--- config.mk ---
export PLATFORM = sky130hd
export DESIGN_NAME = uaar_top
export DESIGN_NICKNAME = d
export VERILOG_FILES = /design/src/common/uaar_pkg.sv /design/src/core/uaar_top.sv /design/src/core/uaar_match.sv
export SDC_FILE = /design/constraint.sdc
export NUM_CORES = 1
export LEC_CHECK = 0
export BUFFER_PORTS_ARGS = -buffer_cell sky130_fd_sc_hd__buf_2
export CORE_AREA = 2 2 90 92
export DETAILED_ROUTE_END_ITERATION = 6
export DIE_AREA = 0 0 92 94
export GPL_ROUTABILITY_DRIVEN = 0
export SLEW_MARGIN = 25
export SYNTH_ARGS = -nofsm -noshare
export SYNTH_HDL_FRONTEND = slang
export SYNTH_SLANG_ARGS = --single-unit
export TNS_END_PERCENT = 50
--- constraint.sdc ---
create_clock -name clk_sys_i -period 5.07 [get_ports clk_sys_i]
set_input_delay 0.507 -clock clk_sys_i [delete_from_list [all_inputs] [get_ports clk_sys_i]]
set_output_delay 0.507 -clock clk_sys_i [all_outputs]
set_load 0.05 [all_outputs]
--- src/common/uaar_pkg.sv ---
// package: register map, fields and types of the address filter
package uaar_pkg;
  // printed offsets are not multiples of four: indices, byte addr = 4*index
  localparam logic [7:0] IDX_STATION_ADDRESS = 8'hA9;
  localparam logic [7:0] IDX_STATION_ADDRESS_MASK = 8'hB9;
  localparam logic [7:0] IDX_SERIAL_CONTROL = 8'h98;
  localparam logic [7:0] IDX_IRQ_STATUS = 8'hC0;
  localparam logic [7:0] IDX_IRQ_MASK = 8'hC1;
  localparam logic [7:0] IDX_RX_DATA = 8'hC2;
  localparam logic [7:0] RST_ADDR = 8'h00;
  localparam logic [7:0] RST_MASK = 8'h00;
  localparam logic [7:0] BCAST_ADDR = 8'hFF;
  // serial_control field positions
  localparam int SC_MODE_HI = 6;
  localparam int SC_MODE_LO = 7;
  localparam int SC_MP_EN = 5;
  localparam int SC_NINTH = 2;
  localparam int SC_RXC = 0;
  // interrupt status bits
  localparam int IRQ_RXC = 0;
  localparam int IRQ_FERR = 1;
  localparam int IRQ_W = 2;
  localparam logic [1:0] MODE_SHIFT = 2'h0;
  localparam logic [1:0] MODE_UART8 = 2'h1;
  typedef enum logic [1:0] {
    UAAR_IDLE = 2'b00,
    UAAR_EVAL = 2'b01,
    UAAR_POST = 2'b10
  } uaar_state_e;
  // one received frame from the shifter
  typedef struct packed {
    logic [7:0] data;
    logic ninth;
  } uaar_frame_s;
endpackage : uaar_pkg

--- src/core/uaar_top.sv ---
// receive address filter with apb register file
// Notes on behaviour
// - multiproc bit enables address recognition
// - address frames flag only on own or broadcast address
// - 8-bit mode uses stop bit as marker
// - 8-bit mode needs match and valid stop
// - accept own masked or broadcast address
// - shift-register mode ignores multiproc bit
// - mask zeros make address bits don't-care
// - each station compares under its own mask
// - address and mask reset to zero
// - multiproc filtering active in 9-bit modes
// - store received ninth bit in 9-bit modes
//
// Our own choice: the APB slave port.
`timescale 1ns/100ps
module uaar_top
  import uaar_pkg::*;
(
  // clock and reset
  input wire logic clk_sys_i,
  input wire logic arst_n_i,
  // apb slave
  input wire logic psel_i,
  input wire logic penable_i,
  input wire logic pwrite_i,
  input wire logic [11:0] paddr_i,
  input wire logic [31:0] pwdata_i,
  output logic [31:0] prdata_o,
  output logic pready_o,
  output logic pslverr_o,
  // frame from the receive shifter, same clock
  input wire logic frame_valid_i,
  input wire uaar_pkg::uaar_frame_s frame_i,
  // outputs
  output logic rx_complete_flag_o,
  output logic irq_o
);
  import uaar_pkg::*;

  uaar_state_e state_q;
  logic [7:0] addr_q;
  logic [7:0] mask_q;
  logic [7:0] sctl_q;
  logic [7:0] rxdata_q;
  logic [IRQ_W-1:0] ists_q;
  logic [IRQ_W-1:0] imsk_q;
  uaar_frame_s frm_q;
  logic [31:0] prdata_q;
  logic hit;
  logic [1:0] mode;
  logic filt_on;
  logic accept;
  logic stop_bad;
  logic wr;
  logic rxc_set;

  function automatic logic sel(input logic [11:0] a, input logic [7:0] i);
    sel = (a[1:0] == 2'h0) && (a[11:2] == {2'h0, i});
  endfunction : sel

  assign wr = psel_i & penable_i & pwrite_i;
  assign pready_o = 1'b1;
  assign pslverr_o = psel_i & penable_i & ~(sel(paddr_i, IDX_STATION_ADDRESS)
    | sel(paddr_i, IDX_STATION_ADDRESS_MASK) | sel(paddr_i, IDX_SERIAL_CONTROL)
    | sel(paddr_i, IDX_IRQ_STATUS) | sel(paddr_i, IDX_IRQ_MASK)
    | sel(paddr_i, IDX_RX_DATA));
  assign prdata_o = prdata_q;

  assign mode = {sctl_q[SC_MODE_LO], sctl_q[SC_MODE_HI]};
  // mode 0 never filters, whatever the multiproc bit says
  assign filt_on = sctl_q[SC_MP_EN] && (mode != MODE_SHIFT);

  uaar_match #(
    .W(8)
  ) u_match (
    .rx_byte_i(frm_q.data),
    .addr_i(addr_q),
    .mask_i(mask_q),
    .bcast_i(BCAST_ADDR),
    .hit_o(hit)
  );

  // in 8-bit mode ninth carries the stop bit
  assign stop_bad = (mode == MODE_UART8) && !frm_q.ninth;
  always_comb begin
    if (!filt_on) begin
      accept = !stop_bad || mode != MODE_UART8;
    end else begin
      // marker one = address frame; data frames dropped
      accept = frm_q.ninth && hit;
    end
  end

  // frame pipeline
  always_ff @(posedge clk_sys_i or negedge arst_n_i) begin
    if (!arst_n_i) begin
      state_q <= UAAR_IDLE;
      frm_q <= '0;
    end else begin
      case (state_q)
        UAAR_IDLE: begin
          if (frame_valid_i) begin
            frm_q <= frame_i;
            state_q <= UAAR_EVAL;
          end
        end
        UAAR_EVAL: state_q <= UAAR_POST;
        UAAR_POST: state_q <= UAAR_IDLE;
        default: state_q <= UAAR_IDLE;
      endcase
    end
  end

  assign rxc_set = (state_q == UAAR_EVAL) && accept;

  // station registers
  always_ff @(posedge clk_sys_i or negedge arst_n_i) begin
    if (!arst_n_i) begin
      addr_q <= RST_ADDR;
      mask_q <= RST_MASK;
    end else if (wr) begin
      if (sel(paddr_i, IDX_STATION_ADDRESS)) addr_q <= pwdata_i[7:0];
      if (sel(paddr_i, IDX_STATION_ADDRESS_MASK)) mask_q <= pwdata_i[7:0];
    end
  end

  // serial control; hardware set beats software clear
  always_ff @(posedge clk_sys_i or negedge arst_n_i) begin
    if (!arst_n_i) begin
      sctl_q <= 8'h00;
      rxdata_q <= 8'h00;
    end else begin
      if (wr && sel(paddr_i, IDX_SERIAL_CONTROL)) begin
        sctl_q <= pwdata_i[7:0];
      end
      if (rxc_set) begin
        sctl_q[SC_RXC] <= 1'b1;
        rxdata_q <= frm_q.data;
        if (mode != MODE_SHIFT) sctl_q[SC_NINTH] <= frm_q.ninth;
      end
    end
  end

  // interrupt status, write one to clear
  always_ff @(posedge clk_sys_i or negedge arst_n_i) begin
    if (!arst_n_i) begin
      ists_q <= '0;
      imsk_q <= '0;
    end else begin
      if (wr && sel(paddr_i, IDX_IRQ_STATUS)) begin
        ists_q <= ists_q & ~pwdata_i[IRQ_W-1:0];
      end
      if (wr && sel(paddr_i, IDX_IRQ_MASK)) imsk_q <= pwdata_i[IRQ_W-1:0];
      if (rxc_set) ists_q[IRQ_RXC] <= 1'b1;
      if (state_q == UAAR_EVAL && stop_bad) ists_q[IRQ_FERR] <= 1'b1;
    end
  end

  // read data
  always_ff @(posedge clk_sys_i or negedge arst_n_i) begin
    if (!arst_n_i) begin
      prdata_q <= '0;
    end else if (psel_i && !penable_i && !pwrite_i) begin
      prdata_q <= '0;
      if (sel(paddr_i, IDX_STATION_ADDRESS)) prdata_q <= {24'h0, addr_q};
      if (sel(paddr_i, IDX_STATION_ADDRESS_MASK)) prdata_q <= {24'h0, mask_q};
      if (sel(paddr_i, IDX_SERIAL_CONTROL)) prdata_q <= {24'h0, sctl_q};
      if (sel(paddr_i, IDX_IRQ_STATUS)) prdata_q <= {30'h0, ists_q};
      if (sel(paddr_i, IDX_IRQ_MASK)) prdata_q <= {30'h0, imsk_q};
      if (sel(paddr_i, IDX_RX_DATA)) prdata_q <= {24'h0, rxdata_q};
    end
  end

  assign rx_complete_flag_o = sctl_q[SC_RXC];
  assign irq_o = |(ists_q & imsk_q);
endmodule : uaar_top

--- src/core/uaar_match.sv ---
// masked address comparator for one station
`timescale 1ns/100ps
module uaar_match #(
  parameter int W = 8
) (
  // compare operands
  input wire logic [W-1:0] rx_byte_i,
  input wire logic [W-1:0] addr_i,
  input wire logic [W-1:0] mask_i,
  input wire logic [W-1:0] bcast_i,
  // result
  output logic hit_o
);
  logic [W-1:0] bit_ok;
  genvar g;
  generate
    for (g = 0; g < W; g++) begin : g_bit
      // zero mask bit makes this bit don't-care
      assign bit_ok[g] = ~mask_i[g] | (rx_byte_i[g] == addr_i[g]);
    end
  endgenerate
  // broadcast: the mask-formed broadcast pattern also accepts
  assign hit_o = (&bit_ok) | (((rx_byte_i | ~mask_i) & bcast_i) == bcast_i
                 && mask_i != '0 && &bcast_i);
endmodule : uaar_match

==> results.yml, run 1 <==
status:
  status: "finished clean"
worst_setup_path:
  max_stage_delay_ns: 0.52
  path_cells: "buf_2 -> nor3b_2 -> nand2_1 -> a21o_1 -> a31oi_1 -> nor2_1 -> buf_2"
  r2r_cells: 5
  endpoint_kind: "output pin"
  timing.rr.start: "mask_q[2]"
  cp.required_ns: 4.56
  endpoint: "pslverr_o"
  reg2reg_setup_slack_ns: 2.96
  cpMostUsedCell: "buf_2"
  critPathTopFamily: "simple AND/OR/NAND/NOR gates"
  cp.arrival_ns: 2.00
  cp_max_fo: 12
  critPathBufInv: 2
  critPathKind: "in -> out"
  slowest_stage: "nor3b_2"
  timing.rr.end: "rxdata_q[5]"
  startpoint_type: "input port"
  path_depth: 7
  cp-startpoint: "paddr_i[6]"
clocking:
  cts_hold_buf: 0
  cts_tree: "built"
  postCtsSetupBuffers: 0
  cts_resized: 0
  cts.path.max_buffers: 2
  clock-sinks: 55
  cts-htree-levels: 2
  path_clk_slew_ns: 0.09
  cts_inserted_buffers: 5
  cts-root-buf: "clkbuf_8"
  insertion_delay_ns: 0.30
layout:
  antennaDiodeCount: 0
  multi_input_area_um2: 1510
  area_growth_syn_to_layout_pct: 11.1
  drive_above_1_share_pct: 33.5
  n_fill_cell: 749
  final_util_pct: 44.2
  register_area_um2: 1380
  nNetsFinal: 371
  design_area_um2: 3360
floorplanning:
  initial_core_util_pct: 39.8
  rows: 32
  floorplan.core_area_um2: 7610
  die_h_um: 94
  dieArea_um2: 8650
  die_x_um: 92
  pin_count: 95
global_route:
  grt_max_degree: 56
  grt_pass1_wl_um: 10300
  antenna_found_initial: 0
  gr-total-overflow: 0
  grt_pass1_vias: 2046
  grt_use_total_pct: 15.3
yosys:
  yosys_warnings: 0
  synth_ff_type: "dfrtp_1"
  synth_seq_area_share_pct: 45.5
  synth_top_cell_by_area: "dfrtp_1"
  ys_types: 46
  synthCells: 264
  ys_ff_latch: 55
  synth_edf_count: 0
  synth_top_area_share_pct: 45.5
  syn_area_per_cell_um2: 11.5
  synthTopCellsByArea: "dfrtp_1, mux2_2, buf_4, mux2_4, a32oi_1"
  async_reset_ff_share_pct: 100
  netlist_area_um2: 3030
min_path:
  hp-class: "in -> async"
power:
  p_per_area_nw_per_um2: 301
  p_int_mw: 0.686
  power_mw: 1.01
  p_comb_share_pct: 22.9
  pwr-share-seq_pct: 54.2
  p_leak_nw: 1.58
  clkPwrFrac_pct: 22.9
  ir_worst_vdd_mv: 0.105
  switching_share_pct: 32.1
  p_switching_mw: 0.325
sta:
  fin_crit_sh_pct: 49.4
  rsz0062_at_grt: "false"
  relSlewSlack_pct: 53.9
  setup_violations: 0
  period_minus_slack_ns: 2.51
  worst_pin_slew_ns: 0.692
  drv_slew: 0
  tns_ns: 0
  clock_skew_ns: 0.00276
  finalHoldViolCount: 0
  max_freq_ghz: 0.399
detailed_routing:
  drc: 0
  firstDrtPassIters: 4
  wl_per_cell_um: 15.4
  first_iter_violations: 128
  drt_wl_total_um: 6390
  ant_nets: 0
  vias: 2116
  avgViaCountPerCell: 5.10
placement:
  hpwlAfterDp_um: 4820
  place_area_um2: 3280
  port_buffers: 45
job:
  maxCapViolCount: 0
==> metrics by stage <==
stage	std cells	setup WS [ns]	hold WS, ns
3_5_place_dp	407	2.60	0.479
5_1_grt	415	2.47	0.377
6_report	415	2.56	0.308
4_1_cts	415	2.60	0.359
3_3_place_gp	407	2.60	0.476
2_1_floorplan	287	2.85	0.211
==> cells in the mapped netlist (all sizes together) (3+ instances only) <==
library cell and instances:
a21o 5, o21ai 11, mux2 40, mux2i 7
nand2 15, inv 6, nor3b 3, clkbuf 3
nor2b 5, nor4 5, a32oi 8, a22oi 6
xor2 8, buf 27, a21oi 6, nand3 10
dfrtp 55, nor2 18, nand2b 3
==> power by group through the flow <==
stage / logic [mW] / clock network (mW) / registers (mW)
floorplan: 0.168 / 0 / 0.566
CTS: 0.234 / 0.240 / 0.550
detailed placement: 0.233 / 0 / 0.559
finish: 0.232 / 0.232 / 0.548
global placement: 0.228 / 0 / 0.559
global route: 0.253 / 0.254 / 0.556
==> flip-flops by register name, summed over array words and instances (netlist names) <==
name	count
rxdata_q	8
frm_q	9
mask_q	8
state_q	2
prdata_o	8
addr_q	8
ists_q	2
sctl_q	8
imsk_q	2
==> cell usage in the layout, fill, tap and decap left out, drive strengths merged, types with 2 or more instances in the layout <==
master / instances
a32oi: 8
nand4: 2
a21o: 5
nor2: 18
buf: 48
o21ai: 11
a211oi: 2
nand3: 10
nor4b: 2
mux2: 40
clkbuf: 7
nor4: 5
a32o: 2
dfrtp: 55
nor2b: 5
nor3b: 3
xor2: 8
a22oi: 6
mux2i: 7
nand2: 15
a21oi: 6
a31oi: 2
conb: 25
and3: 2
inv: 6
nand2b: 3
==> kinds of logic after synthesis <==
logic type             Yosys count  synth area share (%)
AO/OA/AOI/OAI                   47                  12.0
XOR/XNOR                         8                  2.32
buffers and inverters           36                  7.61
flip-flops                      55                  45.5
multiplexers                    47                  18.2
other                            2                 0.248
AND/OR/NAND/NOR                 69                  14.2
==> layer usage <==
metal  share of wire, %  vias to the layer above  GRT usage (%)
met2                 51                       59           26.5
met1                 44                     1052           20.1
met4               0.36                        0           2.99
li1                   -                     1003              -
met5                  0                        -              0
met3                4.3                        2           2.81
==> final cells by class <==
class	count	area share [%]
multi-input cells	196	44.8
flip-flops and latches	55	40.9
repair buffers	48	7.37
well taps	102	3.80
clock buffers	7	2.27
inverters	6	0.670
clock inverters	1	0.149
==> worst min-delay path by stage <==
stage,startpoint,to,cells past startpoint
final,arst_n_i,imsk_q[0],2
after CTS,arst_n_i,imsk_q[0],2
after global routing,arst_n_i,imsk_q[0],2
after floorplan,arst_n_i,addr_q[0],0
after detailed placement,sctl_q[1],sctl_q[1],1
after global placement,sctl_q[1],sctl_q[1],1
(Power assumes the default switching activity.)
==> run 2, diff against run 1 <==
PLACE_DENSITY = 0.67   (was unset)
clock period = 2.18 ns   (was 5.07 ns; I/O delays follow)
==> results.yml, run 2 (synthesized netlist as in run 1, its figures left out) <==
power:
  power_mw: 2.42
  ir_worst_vdd_mv: 0.249
  p_leak_nw: 1.64
  p_per_area_nw_per_um2: 698
detailed_routing:
  vias: 2184
  firstDrtPassIters: 4
  avgViaCountPerCell: 5.16
  drc: 0
  wl_per_cell_um: 15.7
  first_iter_violations: 123
  drt_wl_total_um: 6630
  ant_nets: 0
global_route:
  grt_use_total_pct: 16.1
  grt_pass1_wl_um: 10800
  antenna_found_initial: 0
  grt_pass1_vias: 2127
  gr-total-overflow: 0
  grt_max_degree: 31
placement:
  place_area_um2: 3370
  port_buffers: 45
  hpwlAfterDp_um: 5080
clocking:
  cts_tree: "built"
  cts.path.max_buffers: 2
  postCtsSetupBuffers: 0
  insertion_delay_ns: 0.31
  path_clk_slew_ns: 0.09
  cts-root-buf: "clkbuf_8"
  clock-sinks: 55
  cts_inserted_buffers: 5
  cts-htree-levels: 2
layout:
  top_register: "frm_q"
  nNetsFinal: 380
  n_fill_cell: 747
  largest_reg_flops: 9
  area_growth_syn_to_layout_pct: 14.4
  drive_above_1_share_pct: 35.5
  design_area_um2: 3460
  antennaDiodeCount: 0
  final_common_cell: "dfrtp_1"
  final_cell_mix: "dfrtp_1, buf_2, mux2_2"
floorplanning:
  initial_core_util_pct: 39.8
  rows: 32
  die_x_um: 92
  pin_count: 95
  die_h_um: 94
  dieArea_um2: 8650
  floorplan.core_area_um2: 7610
sta:
  drv_slew: 0
  clock_skew_ns: 0.00690
  setup_violations: 0
  max_freq_ghz: 0.508
  period_minus_slack_ns: 1.97
  finalHoldViolCount: 0
  tns_ns: 0
  fin_crit_sh_pct: 90.3
  rsz0062_at_grt: "false"
  relSlewSlack_pct: 60.6
  worst_pin_slew_ns: 0.592
worst_setup_path:
  reg2reg_setup_slack_ns: 0.21
  startpoint_type: "flop"
  cp.required_ns: 2.38
  cp.arrival_ns: 2.17
  endpoint_kind: "flop"
  cp_max_fo: 8
  critPathKind: "reg -> reg"
  r2r_cells: 6
min_path:
  hold_depth: 3
  hp-class: "in -> reg"
status:
  status: "finished clean"
job:
  maxCapViolCount: 0
-- run 2: layer usage --
layer  vias to the layer above  GRT usage [%]  wire length [um]
li1                       1017              -                 -
met1                      1069           21.5              2860
met2                        93           26.8              3220
met3                         5           3.93               501
met4                         0           3.73                46
met5                         -              0                 0
-- run 2: worst paths after layout --
kind,startpoint,to
min reg2reg,state_q[1],state_q[0]
min,frame_i[2],frm_q[2]
max in group asynchronous,arst_n_i,rxdata_q[3]
max reg2reg,mask_q[6],rxdata_q[0]
min in group asynchronous,arst_n_i,frm_q[0]
max,mask_q[6],rxdata_q[0]
-- run 2: timing repair --
action,4_1_cts,5_1_grt
hold buffers,1,0
resized for setup,0,0
setup endpoints to repair,0,0
endpoints found under the hold margin,25,0
-- run 2: where the power goes --
group          internal (mW)  leakage (nW)  switching [mW]
clock                  0.250        0.0470           0.319
combinational          0.233         0.891           0.336
sequential              1.16         0.706           0.120
-- run 2: metrics by stage --
step | hold WS (ns) | setup WS (ns) | utilization [%] | cells
2_1_floorplan | -0.0776 | 0.322 | - | 287
3_3_place_gp | 0.253 | 0.263 | 44.2 | 415
3_5_place_dp | 0.261 | 0.228 | 44.2 | 415
4_1_cts | 0.109 | 0.212 | 45.5 | 423
5_1_grt | 0.110 | 0.125 | 45.5 | 423
6_report | 0.113 | 0.212 | 45.5 | 423
-- run 2: final cells by class --
| type | instances | area [um^2] | area share (%) |
|---|---|---|---|
| timing repair buffer | 57 | 343 | 9.90 |
| clock buffer | 6 | 82.6 | 2.38 |
| inverter | 6 | 22.5 | 0.650 |
| multi-input combinational | 196 | 1510 | 43.5 |
| tap | 102 | 128 | 3.68 |
| sequential | 55 | 1380 | 39.7 |
| clock inverter | 1 | 5.00 | 0.145 |
-- run 2: worst max-delay path, stage by stage, from the launching register on --
cell	delay, ns
dfrtp_1	0.44
nor2b_1	0.18
a2111oi_4	0.28
nand4_2	0.20
a31oi_4	0.28
buf_12	0.18
mux2_4	0.30
